`config.mk`:
```
export PLATFORM = sky130hd
export DESIGN_NAME = rbw_top
export DESIGN_NICKNAME = d
export VERILOG_FILES = /design/src/hw/rbw_pkg.sv /design/src/hw/rbw_log_mem.sv /design/src/hw/rbw_top.sv
export SDC_FILE = /design/constraint.sdc
export NUM_CORES = 1
export LEC_CHECK = 0
export ABC_AREA = 1
export BUFFER_PORTS_ARGS = -buffer_cell sky130_fd_sc_hd__buf_2
export CORE_UTILIZATION = 55
export DETAILED_ROUTE_END_ITERATION = 8
export PLACE_DENSITY = 0.81
export REMOVE_ABC_BUFFERS = 1
export SYNTH_ARGS = -nofsm -noshare
export SYNTH_HDL_FRONTEND = slang
export SYNTH_HIERARCHICAL = 1
export SYNTH_SLANG_ARGS = --single-unit
```
`constraint.sdc`:
```
create_clock -name clk -period 3.5 [get_ports clk]
set_clock_uncertainty 0.2 [all_clocks]
set_input_delay 0.7 -clock clk [delete_from_list [all_inputs] [get_ports clk]]
set_output_delay 0.7 -clock clk [all_outputs]
set_load 0.02 [all_outputs]
```
`src/hw/rbw_pkg.sv`:
```
package rbw_pkg;
  // Clock rate and derived timing.
  localparam int CLK_MHZ = 125;
  localparam int RST_PULSE_MS = 10;
  localparam int RST_PULSE_CYC = RST_PULSE_MS * 1000 * CLK_MHZ;
  localparam int BOOT_TMO_CYC = 32'd250000000;
  localparam int POST_TMO_CYC = 32'd500000000;
  localparam int CNT_W = 32;

  // Register offsets.
  localparam logic [3:0] REG_CTRL = 4'h0;
  localparam logic [3:0] REG_STATUS = 4'h1;
  localparam logic [3:0] REG_EVT = 4'h2;
  localparam logic [3:0] REG_MASK = 4'h3;
  localparam logic [3:0] REG_LOG = 4'h4;
  localparam logic [3:0] REG_LOGCNT = 4'h5;

  // Control field positions.
  localparam int CTRL_EVT_EN = 0;
  localparam int CTRL_POST_KICK = 1;
  localparam int CTRL_POST_STOP = 2;

  // Event bits.
  localparam int EV_THRESH = 0;
  localparam int EV_FAN = 1;
  localparam int EV_BOOT_TMO = 2;
  localparam int EV_POST_TMO = 3;
  localparam int EV_W = 4;

  // Log record code values.
  localparam logic [3:0] LOG_THRESH = 4'h1;
  localparam logic [3:0] LOG_FAN = 4'h2;
  localparam logic [3:0] LOG_BOOT = 4'h3;
  localparam logic [3:0] LOG_POST = 4'h4;

  typedef enum logic [1:0] {
    BOOT_RUN = 2'b00,
    BOOT_HALTED = 2'b01,
    BOOT_RESET = 2'b10,
    BOOT_FAILED = 2'b11
  } rbw_boot_st_t;

  typedef struct packed {
    logic [3:0] code;
    logic [11:0] src;
  } rbw_rec_t;

  typedef struct packed {
    logic [3:0] addr;
    logic [31:0] wdata;
    logic wr;
    logic rd;
  } rbw_bus_t;
endpackage

```
`src/hw/rbw_log_mem.sv`:
```
`timescale 1ns/100ps
// Small system event log store; read data comes from a register.
module rbw_log_mem #(
  parameter int DEPTH = 16,
  parameter int AW = 4
) (
  input wire logic clk, // clock
  input wire logic we, // write enable
  input wire logic [AW-1:0] waddr, // write address
  input wire rbw_pkg::rbw_rec_t wdata, // record
  input wire logic [AW-1:0] raddr, // read address
  output rbw_pkg::rbw_rec_t rdata // registered read data
);
  rbw_pkg::rbw_rec_t mem [DEPTH];

  always_ff @(posedge clk)
  begin
    if (we)
    begin
      mem[waddr] <= wdata;
    end
    rdata <= mem[raddr];
  end
endmodule

```
`src/hw/rbw_top.sv`:
```
`timescale 1ns/100ps
// Behaviour
// - The boot timer starts by itself after every power-up or hard reset.
// - Only an asserted active-low halt from a healthy processor stops the boot timer.
// - On boot timeout the block asserts stop-flush and, when two processors are installed, holds fault-boot reset low for 10 ms.
// - After that reset releases, processor 0 is kept from being bootstrap processor.
// - Failover is attempted only when two processors are installed.
// - A second watchdog detects a hung power-on self test.
// - Threshold events arise only while event generation is enabled.
// - Every threshold event stores a record in the event log.
// - Each tachometer fan fail input is monitored and flagged.
module rbw_top #(
  parameter int N_FAN = 4,
  parameter int N_SENS = 4,
  parameter int LOG_DEPTH = 16,
  parameter int LOG_AW = 4,
  parameter int BOOT_TMO = rbw_pkg::BOOT_TMO_CYC,
  parameter int POST_TMO = rbw_pkg::POST_TMO_CYC,
  parameter int RST_CYC = rbw_pkg::RST_PULSE_CYC
) (
  input wire logic clk, // 125 MHz clock
  input wire logic rst_n, // async reset, active low
  input wire logic boot_timer_halt_n, // halt from processor, active low
  input wire logic cpu1_present, // second processor installed
  input wire logic [N_FAN-1:0] fan_fail, // fan stopped sensors, high = stopped
  input wire logic [N_SENS-1:0] sens_out_of_range, // threshold comparators
  input wire logic [3:0] reg_addr, // register address
  input wire logic [31:0] reg_wdata, // write data
  input wire logic reg_wr, // write strobe
  input wire logic reg_rd, // read strobe
  output logic [31:0] reg_rdata, // read data, cycle after read
  output logic stop_flush, // stop-flush to processor 0
  output logic fault_boot_reset_n, // fault boot reset, active low
  output logic cpu0_bsp_disable, // processor 0 barred as boot processor
  output logic irq // level interrupt
);
  rbw_pkg::rbw_bus_t bus;
  rbw_pkg::rbw_boot_st_t st_r;
  logic [rbw_pkg::CNT_W-1:0] boot_cnt_r;
  logic [rbw_pkg::CNT_W-1:0] post_cnt_r;
  logic post_run_r;
  logic evt_en_r;
  logic [rbw_pkg::EV_W-1:0] evt_r;
  logic [rbw_pkg::EV_W-1:0] mask_r;
  logic [rbw_pkg::EV_W-1:0] evt_set;
  logic [N_SENS-1:0] sens_q_r;
  logic [N_FAN-1:0] fan_q_r;
  logic [N_FAN-1:0] fan_flag_r;
  logic [N_SENS-1:0] sens_rise;
  logic [N_FAN-1:0] fan_rise;
  logic boot_tmo;
  logic post_tmo;
  logic [LOG_AW-1:0] log_wp_r;
  logic [15:0] log_cnt_r;
  logic log_we;
  rbw_pkg::rbw_rec_t log_wrec;
  rbw_pkg::rbw_rec_t log_rrec;
  logic rd_log_r;
  logic [31:0] rd_hold_r;

  assign bus = '{addr: reg_addr, wdata: reg_wdata, wr: reg_wr, rd: reg_rd};

  // Boot supervision: start on reset, halt only by the processor.
  // automatic start
  always_ff @(posedge clk or negedge rst_n)
  begin
    if (!rst_n)
    begin
      st_r <= rbw_pkg::BOOT_RUN;
      boot_cnt_r <= '0;
    end
    else
    begin
      case (st_r)
        rbw_pkg::BOOT_RUN:
        begin
          if (!boot_timer_halt_n)
          begin
            st_r <= rbw_pkg::BOOT_HALTED;
          end
          else if (boot_cnt_r == rbw_pkg::CNT_W'(BOOT_TMO - 1))
          begin
            boot_cnt_r <= '0;
            st_r <= cpu1_present ? rbw_pkg::BOOT_RESET : rbw_pkg::BOOT_FAILED;
          end
          else
          begin
            boot_cnt_r <= boot_cnt_r + 1'b1;
          end
        end
        rbw_pkg::BOOT_RESET:
        begin
          if (boot_cnt_r == rbw_pkg::CNT_W'(RST_CYC - 1))
          begin
            st_r <= rbw_pkg::BOOT_FAILED;
          end
          else
          begin
            boot_cnt_r <= boot_cnt_r + 1'b1;
          end
        end
        rbw_pkg::BOOT_HALTED: st_r <= rbw_pkg::BOOT_HALTED;
        rbw_pkg::BOOT_FAILED: st_r <= rbw_pkg::BOOT_FAILED;
        default: st_r <= rbw_pkg::BOOT_RUN;
      endcase
    end
  end

  assign boot_tmo = (st_r == rbw_pkg::BOOT_RUN) && boot_timer_halt_n &&
                    (boot_cnt_r == rbw_pkg::CNT_W'(BOOT_TMO - 1));

  // Stop-flush stays on after timeout so processor 0 cannot resume.
  // stop flush
  always_ff @(posedge clk or negedge rst_n)
  begin
    if (!rst_n)
    begin
      stop_flush <= 1'b0;
      fault_boot_reset_n <= 1'b1;
    end
    else
    begin
      stop_flush <= stop_flush | boot_tmo;
      fault_boot_reset_n <= !((boot_tmo && cpu1_present) ||
                              (st_r == rbw_pkg::BOOT_RESET &&
                               boot_cnt_r != rbw_pkg::CNT_W'(RST_CYC - 1)));
    end
  end

  always_ff @(posedge clk or negedge rst_n)
  begin
    if (!rst_n)
    begin
      cpu0_bsp_disable <= 1'b0;
    end
    else if (boot_tmo && cpu1_present)
    begin
      cpu0_bsp_disable <= 1'b1;
    end
  end

  // Self-test watchdog; software kicks to restart and stops when POST ends.
  // POST watchdog
  always_ff @(posedge clk or negedge rst_n)
  begin
    if (!rst_n)
    begin
      post_cnt_r <= '0;
      post_run_r <= 1'b0;
    end
    else if (bus.wr && bus.addr == rbw_pkg::REG_CTRL && bus.wdata[rbw_pkg::CTRL_POST_KICK])
    begin
      post_cnt_r <= '0;
      post_run_r <= 1'b1;
    end
    else if (bus.wr && bus.addr == rbw_pkg::REG_CTRL && bus.wdata[rbw_pkg::CTRL_POST_STOP])
    begin
      post_run_r <= 1'b0;
    end
    else if (post_tmo)
    begin
      post_run_r <= 1'b0;
    end
    else if (post_run_r)
    begin
      post_cnt_r <= post_cnt_r + 1'b1;
    end
  end

  assign post_tmo = post_run_r && (post_cnt_r == rbw_pkg::CNT_W'(POST_TMO - 1));

  always_ff @(posedge clk or negedge rst_n)
  begin
    if (!rst_n)
    begin
      evt_en_r <= 1'b0;
      mask_r <= '0;
    end
    else if (bus.wr)
    begin
      if (bus.addr == rbw_pkg::REG_CTRL)
      begin
        evt_en_r <= bus.wdata[rbw_pkg::CTRL_EVT_EN];
      end
      if (bus.addr == rbw_pkg::REG_MASK)
      begin
        mask_r <= bus.wdata[rbw_pkg::EV_W-1:0];
      end
    end
  end

  // Input edge detectors; an event fires when a level first appears.
  always_ff @(posedge clk or negedge rst_n)
  begin
    if (!rst_n)
    begin
      sens_q_r <= '0;
      fan_q_r <= '0;
    end
    else
    begin
      sens_q_r <= sens_out_of_range;
      fan_q_r <= fan_fail;
    end
  end

  assign sens_rise = evt_en_r ? (sens_out_of_range & ~sens_q_r) : '0;
  assign fan_rise = fan_fail & ~fan_q_r;

  always_ff @(posedge clk or negedge rst_n)
  begin
    if (!rst_n)
    begin
      fan_flag_r <= '0;
    end
    else
    begin
      fan_flag_r <= fan_fail;
    end
  end

  always_comb
  begin
    evt_set = '0;
    evt_set[rbw_pkg::EV_THRESH] = |sens_rise;
    evt_set[rbw_pkg::EV_FAN] = |fan_rise;
    evt_set[rbw_pkg::EV_BOOT_TMO] = boot_tmo;
    evt_set[rbw_pkg::EV_POST_TMO] = post_tmo;
  end

  // Set wins over a write-one clear in the same cycle.
  always_ff @(posedge clk or negedge rst_n)
  begin
    if (!rst_n)
    begin
      evt_r <= '0;
    end
    else
    begin
      evt_r <= (evt_r & ~((bus.wr && bus.addr == rbw_pkg::REG_EVT) ?
                bus.wdata[rbw_pkg::EV_W-1:0] : '0)) | evt_set;
    end
  end

  assign irq = |(evt_r & mask_r);

  // One record per cycle; priority threshold, fan, boot, POST. Rare coincident
  // events of lower priority are kept in the status bits only.
  // log threshold
  always_comb
  begin
    log_we = 1'b1;
    log_wrec = '{code: rbw_pkg::LOG_THRESH, src: 12'(sens_rise)};
    if (evt_set[rbw_pkg::EV_THRESH])
    begin
      log_wrec = '{code: rbw_pkg::LOG_THRESH, src: 12'(sens_rise)};
    end
    else if (evt_set[rbw_pkg::EV_FAN])
    begin
      log_wrec = '{code: rbw_pkg::LOG_FAN, src: 12'(fan_rise)};
    end
    else if (boot_tmo)
    begin
      log_wrec = '{code: rbw_pkg::LOG_BOOT, src: 12'h000};
    end
    else if (post_tmo)
    begin
      log_wrec = '{code: rbw_pkg::LOG_POST, src: 12'h000};
    end
    else
    begin
      log_we = 1'b0;
    end
  end

  always_ff @(posedge clk or negedge rst_n)
  begin
    if (!rst_n)
    begin
      log_wp_r <= '0;
      log_cnt_r <= '0;
    end
    else if (log_we)
    begin
      log_wp_r <= log_wp_r + 1'b1;
      log_cnt_r <= log_cnt_r + 16'h0001;
    end
  end

  rbw_log_mem #(
    .DEPTH(LOG_DEPTH),
    .AW(LOG_AW)
  ) u_log (
    .clk(clk),
    .we(log_we),
    .waddr(log_wp_r),
    .wdata(log_wrec),
    .raddr(bus.wdata[LOG_AW-1:0]),
    .rdata(log_rrec)
  );

  // Log read: wdata low bits select the entry during the read strobe.
  always_ff @(posedge clk or negedge rst_n)
  begin
    if (!rst_n)
    begin
      rd_log_r <= 1'b0;
      rd_hold_r <= '0;
    end
    else
    begin
      rd_log_r <= bus.rd && bus.addr == rbw_pkg::REG_LOG;
      rd_hold_r <= '0;
      if (bus.rd)
      begin
        case (bus.addr)
          rbw_pkg::REG_CTRL: rd_hold_r <= {31'h0, evt_en_r};
          rbw_pkg::REG_STATUS: rd_hold_r <= {16'(fan_flag_r), 9'h0, post_run_r,
                                             cpu0_bsp_disable, fault_boot_reset_n,
                                             stop_flush, 1'b0, st_r};
          rbw_pkg::REG_EVT: rd_hold_r <= 32'(evt_r);
          rbw_pkg::REG_MASK: rd_hold_r <= 32'(mask_r);
          rbw_pkg::REG_LOGCNT: rd_hold_r <= {16'h0, log_cnt_r};
          default: rd_hold_r <= '0;
        endcase
      end
    end
  end

  assign reg_rdata = rd_log_r ? {16'h0, log_rrec} : rd_hold_r;

  // Assertions.
  property p_reset_start;
    @(posedge clk) disable iff (!rst_n)
    $rose(rst_n) |-> st_r == rbw_pkg::BOOT_RUN;
  endproperty
  a_reset_start: assert property (p_reset_start) else $error("timer not running");

  property p_halt;
    @(posedge clk) disable iff (!rst_n)
    (st_r == rbw_pkg::BOOT_RUN && !boot_timer_halt_n) |=> st_r == rbw_pkg::BOOT_HALTED;
  endproperty
  a_halt: assert property (p_halt) else $error("halt ignored");

  property p_flush;
    @(posedge clk) disable iff (!rst_n)
    boot_tmo |=> stop_flush;
  endproperty
  a_flush: assert property (p_flush) else $error("no stop flush");

  property p_rst_pulse;
    @(posedge clk) disable iff (!rst_n)
    (boot_tmo && cpu1_present) |=> !fault_boot_reset_n;
  endproperty
  a_rst_pulse: assert property (p_rst_pulse) else $error("no fault reset");

  property p_bsp;
    @(posedge clk) disable iff (!rst_n)
    $rose(fault_boot_reset_n) |-> cpu0_bsp_disable;
  endproperty
  a_bsp: assert property (p_bsp) else $error("cpu0 not barred");

  property p_single;
    @(posedge clk) disable iff (!rst_n)
    (boot_tmo && !cpu1_present) |=> fault_boot_reset_n && !cpu0_bsp_disable;
  endproperty
  a_single: assert property (p_single) else $error("failover without cpu1");

  property p_post;
    @(posedge clk) disable iff (!rst_n)
    post_tmo |=> evt_r[rbw_pkg::EV_POST_TMO] && !post_run_r;
  endproperty
  a_post: assert property (p_post) else $error("post timeout lost");

  property p_noevt;
    @(posedge clk) disable iff (!rst_n)
    !evt_en_r |-> !evt_set[rbw_pkg::EV_THRESH];
  endproperty
  a_noevt: assert property (p_noevt) else $error("event while disabled");

  property p_log;
    @(posedge clk) disable iff (!rst_n)
    evt_set[rbw_pkg::EV_THRESH] |=> log_cnt_r == $past(log_cnt_r) + 16'h0001;
  endproperty
  a_log: assert property (p_log) else $error("event not logged");

  property p_fan;
    @(posedge clk) disable iff (!rst_n)
    $rose(fan_fail[0]) |=> evt_r[rbw_pkg::EV_FAN] ##0 fan_flag_r[0];
  endproperty
  a_fan: assert property (p_fan) else $error("fan failure missed");

  c_halt: cover property (@(posedge clk) disable iff (!rst_n) st_r == rbw_pkg::BOOT_HALTED);
  c_fail: cover property (@(posedge clk) disable iff (!rst_n) $rose(cpu0_bsp_disable));
  c_post: cover property (@(posedge clk) disable iff (!rst_n) post_tmo);
  c_irq: cover property (@(posedge clk) disable iff (!rst_n) $rose(irq));
endmodule

```
==> flow_summary.json, run 1 <==
{
  "outcome": "completed",
  "cap_violations": 0,
  "die_area_mm2": 0.03594,
  "synthDistinctLibCells": 43,
  "avgSynthCellArea_um2": 8.757,
  "routed_wl_um": 45950,
  "crit_type": "reg -> out",
  "syn_inst": 2210,
  "drt-initial-drc-count": 1307,
  "io-pin-count": 86,
  "slew_headroom_pct": 24.24,
  "rsz0062_at_grt": "false",
  "nNetsFinal": 2459,
  "post_cts_buffers": 0,
  "rrSetupSlack_ps": 490,
  "cts_resized": 0,
  "drive_gt1_share_pct": 8.815,
  "reg2reg_depth": 9,
  "core_area_mm2": 0.03454,
  "r2r-end": "u_log/mem[11][13]$_DFFE_PP_",
  "area_delta_synth_final_pct": 13.47,
  "vias_per_cell": 5.190,
  "grt_pass1_wl_um": 73890,
  "drv_slew": 0,
  "postSynth.asyncResetShare_pct": 32.00,
  "power_density_mw_per_mm2": 548.9,
  "worstMarginPinSlew_ps": 1132,
  "overflow": 0,
  "cts_tree": "done",
  "clock_latency_ps": 570,
  "vias": 15020,
  "grt_max_degree": 130,
  "r2r-start": "boot_cnt_r[0]$_DFFE_PN0P_",
  "die_y_um": 189.6,
  "ir_drop_uv": 390.6,
  "die_w_um": 189.6,
  "start_util_pct": 56.03,
  "setup_viol": 0,
  "timing.final.crit_share_pct": 87.10,
  "grt.total_usage_pct": 26.42,
  "ys_ff_latch": 400,
  "postLayoutCellArea_mm2": 0.02196,
  "min_path_cells": 1,
  "fp-row-count": 68,
  "hold_buffers": 1,
  "dpl_cell_area_mm2": 0.02052,
  "cp-start-kind": "flop",
  "path_max_fanout": 13,
  "synthTopCellsByArea": "edfxtp_1, dfrtp_1, nand2_1",
  "antenna_found_initial": 0,
  "yosysMostFrequentCell": "nand2_1",
  "instances_no_fill": 2894,
  "drc_errors": 0,
  "worst_ep_required_time_ps": 2600,
  "wl_per_cell_um": 15.88,
  "cts_sinks": 400,
  "synthTopCellsByCount": "nand2_1, inv_1, nand3_1",
  "end_kind": "primary output",
  "p_leak_nw": 10.05,
  "gp_congestion": 0.9423,
  "hold_path.class": "in -> reg",
  "min_to": "fan_flag_r[0]$_DFF_PN0_",
  "yosysWarningCount": 6,
  "whs_ps": 55.49,
  "yosysSeqAreaShare_pct": 57.93,
  "hold_viol": 0,
  "insertedDiodeCount": 0,
  "final_antenna_net_count": 0,
  "clk_pin_slew_ps": 70,
  "htree_num_levels": 2,
  "cts_made_buffers": 42,
  "max-clock-path-buffers": 3,
  "crit_arrival_ps": 2150,
  "io_buffer_count": 45,
  "timing.setup.tns_ps": 0,
  "ys.flop_type": "edfxtp_1",
  "cts_root_buf": "clkbuf_16",
  "synth_top_area_share_pct": 39.72,
  "grt_pass1_vias": 14680,
  "fmax_mhz": 328.0,
  "dp_hpwl_um": 30660,
  "min-delay-start": "fan_fail[0]",
  "syn-cell-area_mm2": 0.01935,
  "place_inst": 2815,
  "period_needed_ps": 3048,
  "synth_edf_count": 256,
  "dr.pass1.iters": 5,
  "yosysTopAreaCell": "edfxtp_1"
}
## cells in the final DEF (no fill, tap or decap), drive strengths merged
| cell | n |
|---|---|
| a211oi | 1 |
| a21oi | 9 |
| and2 | 1 |
| buf | 85 |
| bufinv | 5 |
| clkbuf | 55 |
| clkinv | 14 |
| clkinvlp | 4 |
| conb | 156 |
| dfrtp | 127 |
| dfstp | 1 |
| dfxtp | 16 |
| dlygate4sd3 | 1 |
| edfxtp | 256 |
| ha | 4 |
| inv | 322 |
| mux2 | 16 |
| nand2 | 732 |
| nand3 | 268 |
| nand3b | 3 |
| nand4 | 10 |
| nor2 | 201 |
| nor3 | 8 |
| nor4 | 1 |
| o211ai | 10 |
| o21a | 2 |
| o21ai | 80 |
| o21bai | 5 |
| o221ai | 2 |
| o22ai | 3 |
| xnor2 | 4 |
| xor2 | 37 |
## metal layers
| metal | vias up | part of all wire [%] | track usage (%) |
|---|---|---|---|
| met5 | - | 0 | 0 |
| met4 | 0 | 4.5 | 12.84 |
| met3 | 117 | 6.0 | 3.671 |
| met2 | 529 | 49 | 44.56 |
| met1 | 7123 | 41 | 33.61 |
| li1 | 7251 | - | - |
## state kept, by name, summed over array words and instances (netlist names)
register            count
fault_boot_reset_n      1
boot_cnt_r             32
evt_en_r                1
rd_log_r                1
post_run_r              1
stop_flush              1
rd_hold_r              20
evt_r                   4
fan_flag_r              4
u_log/mem             256
cpu0_bsp_disable        1
sens_q_r                4
mask_r                  4
u_log/rdata            16
log_cnt_r              16
log_wp_r                4
post_cnt_r             32
st_r                    2
## critical path, stage by stage, from the launching register on
cell     delay, ps
dfrtp_1        780
buf_4          290
mux2_2         340
buf_2          160
## layout make-up
class                           count  area, um2
Fill cell                        2740      12580
Sequential cell                   400      11210
Multi-Input combinational cell   1553       6937
Inverter                          322       1217
Clock buffer                       55       1161
Timing Repair Buffer               86      590.6
Tap cell                          455      569.3
Clock inverter                     23      272.8
## where the power goes
part / internal [mW] / switching, mW / leakage [nW]
combinational: 0.439 / 1.12 / 5.24
sequential: 5.64 / 0.251 / 4.13
clock: 2.73 / 1.87 / 0.687
total: 8.81 / 3.25 / 10.1
## stage by stage
step | power (mW) | util (%) | setup WS [ps]
2_1_floorplan | 6.901 | - | 306.0
3_3_place_gp | 7.410 | 59.39 | 652.4
3_5_place_dp | 7.508 | 59.39 | 524.0
4_1_cts | 12.11 | 63.57 | 426.6
5_1_grt | 12.54 | 63.57 | 199.1
6_report | 12.05 | 63.57 | 451.6
## cell families after synthesis
logic type      share of synthesized area [%]
xor+xnor                                1.855
buf+inv                                 9.232
mux                                    0.9309
fa+ha+maj                              0.2586
flops                                   57.93
other cells                           0.01938
simple gates                            26.39
compound gates                          3.381
## how the worst max path moves through the flow
| stage | start | end | slack, ps | cells after the start |
|---|---|---|---|---|
| detailed placement | boot_cnt_r[0]$_DFFE_PN0P_ | u_log/mem[7][13]$_DFFE_PP_ | 520 | 9 |
| CTS | rd_log_r$_DFF_PN0_ | reg_rdata[13] | 430 | 3 |
| global route | boot_cnt_r[0]$_DFFE_PN0P_ | u_log/mem[11][13]$_DFFE_PP_ | 200 | 9 |
| global placement | boot_cnt_r[0]$_DFFE_PN0P_ | u_log/mem[7][13]$_DFFE_PP_ | 650 | 9 |
| floorplan | post_cnt_r[1]$_DFFE_PN0P_ | u_log/mem[12][0]$_DFFE_PP_ | 310 | 11 |
| finish | rd_log_r$_DFF_PN0_ | reg_rdata[13] | 450 | 3 |
Note: power is estimated with default switching activity, not from simulation.
==> inputs of run 2 (changes only) <==
CORE_ASPECT_RATIO = 1.25   (was not set)
==> run 2 against run 1 <==
  * Critical path type unchanged
  * Core utilization fell by 0.45 points
  * Critical endpoint is now reg_rdata[1]
  * Largest power group unchanged
  * Non-clock buffer count fell by 1
  * Power fell by 4.1%
  * Maximum frequency rose by 4.0%
  * Sequential share of layout area rose by 0.40 points
  * Critical path depth fell by 1
  * Sequential cell count did not move
  * Wire length fell by 1.4%
  * Die area barely moved
==> flow_summary.json, run 2 (same netlist as run 1, synthesis figures left out) <==
{
  "grt_pass1_wl_um": 72060,
  "die_w_um": 169.8,
  "fmax_mhz": 341.3,
  "largest_reg_flops": 256,
  "slew_headroom_pct": 22.82,
  "antenna_found_initial": 2,
  "crit_type": "reg -> out",
  "cp-start-kind": "flop",
  "vias_per_cell": 5.098,
  "p_leak_nw": 9.975,
  "cp_cell_sequence": "mux2_2 -> buf_2",
  "cts_tree": "done",
  "clockPowerShare_pct": 35.6,
  "core_area_mm2": 0.03452,
  "nNetsFinal": 2455,
  "drc_errors": 0,
  "drt-initial-drc-count": 1416,
  "postLayoutCellArea_mm2": 0.02179,
  "die_y_um": 211.7,
  "power_density_mw_per_mm2": 530.7,
  "io-pin-count": 86,
  "ir_drop_uv": 399.0,
  "hold_viol": 0,
  "overflow": 0,
  "fill_cells": 2828,
  "htree_num_levels": 2,
  "top_register": "u_log/mem",
  "max_stage_delay_ps": 860,
  "seqPwrFrac_pct": 51.0,
  "worst_ep_required_time_ps": 2600,
  "clk_pin_slew_ps": 60,
  "cts_root_buf": "clkbuf_16",
  "timing.setup.tns_ps": 0,
  "drv_slew": 0,
  "fp-row-count": 76,
  "cts_sinks": 400,
  "cap_violations": 0,
  "setup_viol": 0,
  "cp_slowest_cell": "dfrtp_1",
  "max-clock-path-buffers": 3,
  "p_switching_mw": 3.140,
  "drive_gt1_share_pct": 8.597,
  "rrSetupSlack_ps": 630,
  "pre_cts_ws_ps": 549.0,
  "final_common_cell": "nand2_1",
  "p_int_mw": 8.423,
  "gp_congestion": 0.9444,
  "period_needed_ps": 2930,
  "io_buffer_count": 45,
  "routed_wl_um": 45320,
  "cts_made_buffers": 39,
  "final.setup.worst_slack_ps": 569.6,
  "regArea_mm2": 0.01121,
  "reg_top3": "u_log/mem: 256 flops, boot_cnt_r: 32 flops, post_cnt_r: 32 flops",
  "dp_hpwl_um": 30980,
  "layout_common_cells": "nand2_1, inv_1, nand3_1, edfxtp_1, nor2_1",
  "switching_share_pct": 27.16,
  "dr.pass1.iters": 6,
  "multi_input_area_mm2": 0.006937,
  "dpl_cell_area_mm2": 0.02052,
  "wl_per_cell_um": 15.63,
  "outcome": "completed",
  "rsz0062_at_grt": "false",
  "vias": 14780,
  "hold_path.class": "in -> reg",
  "final_antenna_net_count": 0,
  "end_kind": "primary output",
  "area_delta_synth_final_pct": 12.59,
  "worstMarginPinSlew_ps": 1158,
  "clock_latency_ps": 550,
  "p_comb_share_pct": 13.3,
  "path_max_fanout": 17,
  "grt_pass1_vias": 14510,
  "crit_arrival_ps": 2030,
  "insertedDiodeCount": 0,
  "grt_max_degree": 130,
  "grt.total_usage_pct": 25.98,
  "post_cts_buffers": 0,
  "start_util_pct": 56.07,
  "die_area_mm2": 0.03595,
  "timing.final.crit_share_pct": 83.72
}
[run 2: cell count changes in the layout (fill, tap and decap cells not counted), sizes merged]
cell | previous run | this run
bufinv | 5 | 1
clkinv | 14 | 12
buf | 85 | 84
clkbuf | 55 | 54
clkinvlp | 4 | 3
inv | 322 | 323
[run 2: stage by stage]
stage	total power [mW]	util, %	hold WS [ps]	cells
finish	11.56	63.13	80.41	2899
CTS	11.63	63.13	58.44	2899
global route	12.06	63.13	63.96	2899
detailed placement	7.504	59.44	279.7	2827
global placement	7.425	59.44	273.1	2827
floorplan	6.901	-	204.4	2275
[run 2: final cells by class]
cell class                 count  share of cell area [%]
sequential                   400                   51.46
tap                          468                   2.687
clock buffer                  54                   5.168
multi-input combinational   1553                   31.83
timing repair buffer          85                   2.636
inverter                     322                   5.587
clock inverter                17                  0.6316
[run 2: power groups by stage]
stage | sequential, mW | clock [mW] | combinational [mW]
finish | 5.90 | 4.12 | 1.54
global route | 5.94 | 4.39 | 1.73
CTS | 5.90 | 4.20 | 1.53
detailed placement | 5.98 | 0 | 1.52
global placement | 5.96 | 0 | 1.46
floorplan | 5.91 | 0 | 0.986
[run 2: critical path: cells and delay by family (launching register included)]
family	cells	cell delay, ps
muxes	1	450
DFF	1	860
buffers and inverters	1	170
[run 2: path summary, 6_finish.rpt]
path | from | end | cells after the start
min in group asynchronous | rst_n | boot_cnt_r[14]$_DFFE_PN0P_ | 2
worst max-delay path | rd_log_r$_DFF_PN0_ | reg_rdata[1] | 2
worst min-delay path | sens_out_of_range[1] | sens_q_r[1]$_DFF_PN0_ | 1
worst min register to register | mask_r[0]$_DFFE_PN0P_ | mask_r[0]$_DFFE_PN0P_ | 2
max in group asynchronous | rst_n | rd_hold_r[1]$_DFF_PN0_ | 3
worst max register to register | boot_cnt_r[0]$_DFFE_PN0P_ | u_log/mem[8][10]$_DFFE_PP_ | 12
[run 2: per-layer routing]
metal / GRT usage (%) / vias up / routed length [um] / share of wire, %
met5: 0 / - / 28 / 0.062
met1: 29.83 / 6940 / 17150 / 38
met2: 46.31 / 465 / 23150 / 51
met4: 14.38 / 4 / 2502 / 5.5
li1: - / 7232 / - / -
met3: 3.795 / 137 / 2480 / 5.5
[run 2: timing repair]
action / CTS / global route
endpoints found under the hold margin: 65 / 0
gates resized for setup: 0 / 0
hold buffers: 1 / 0
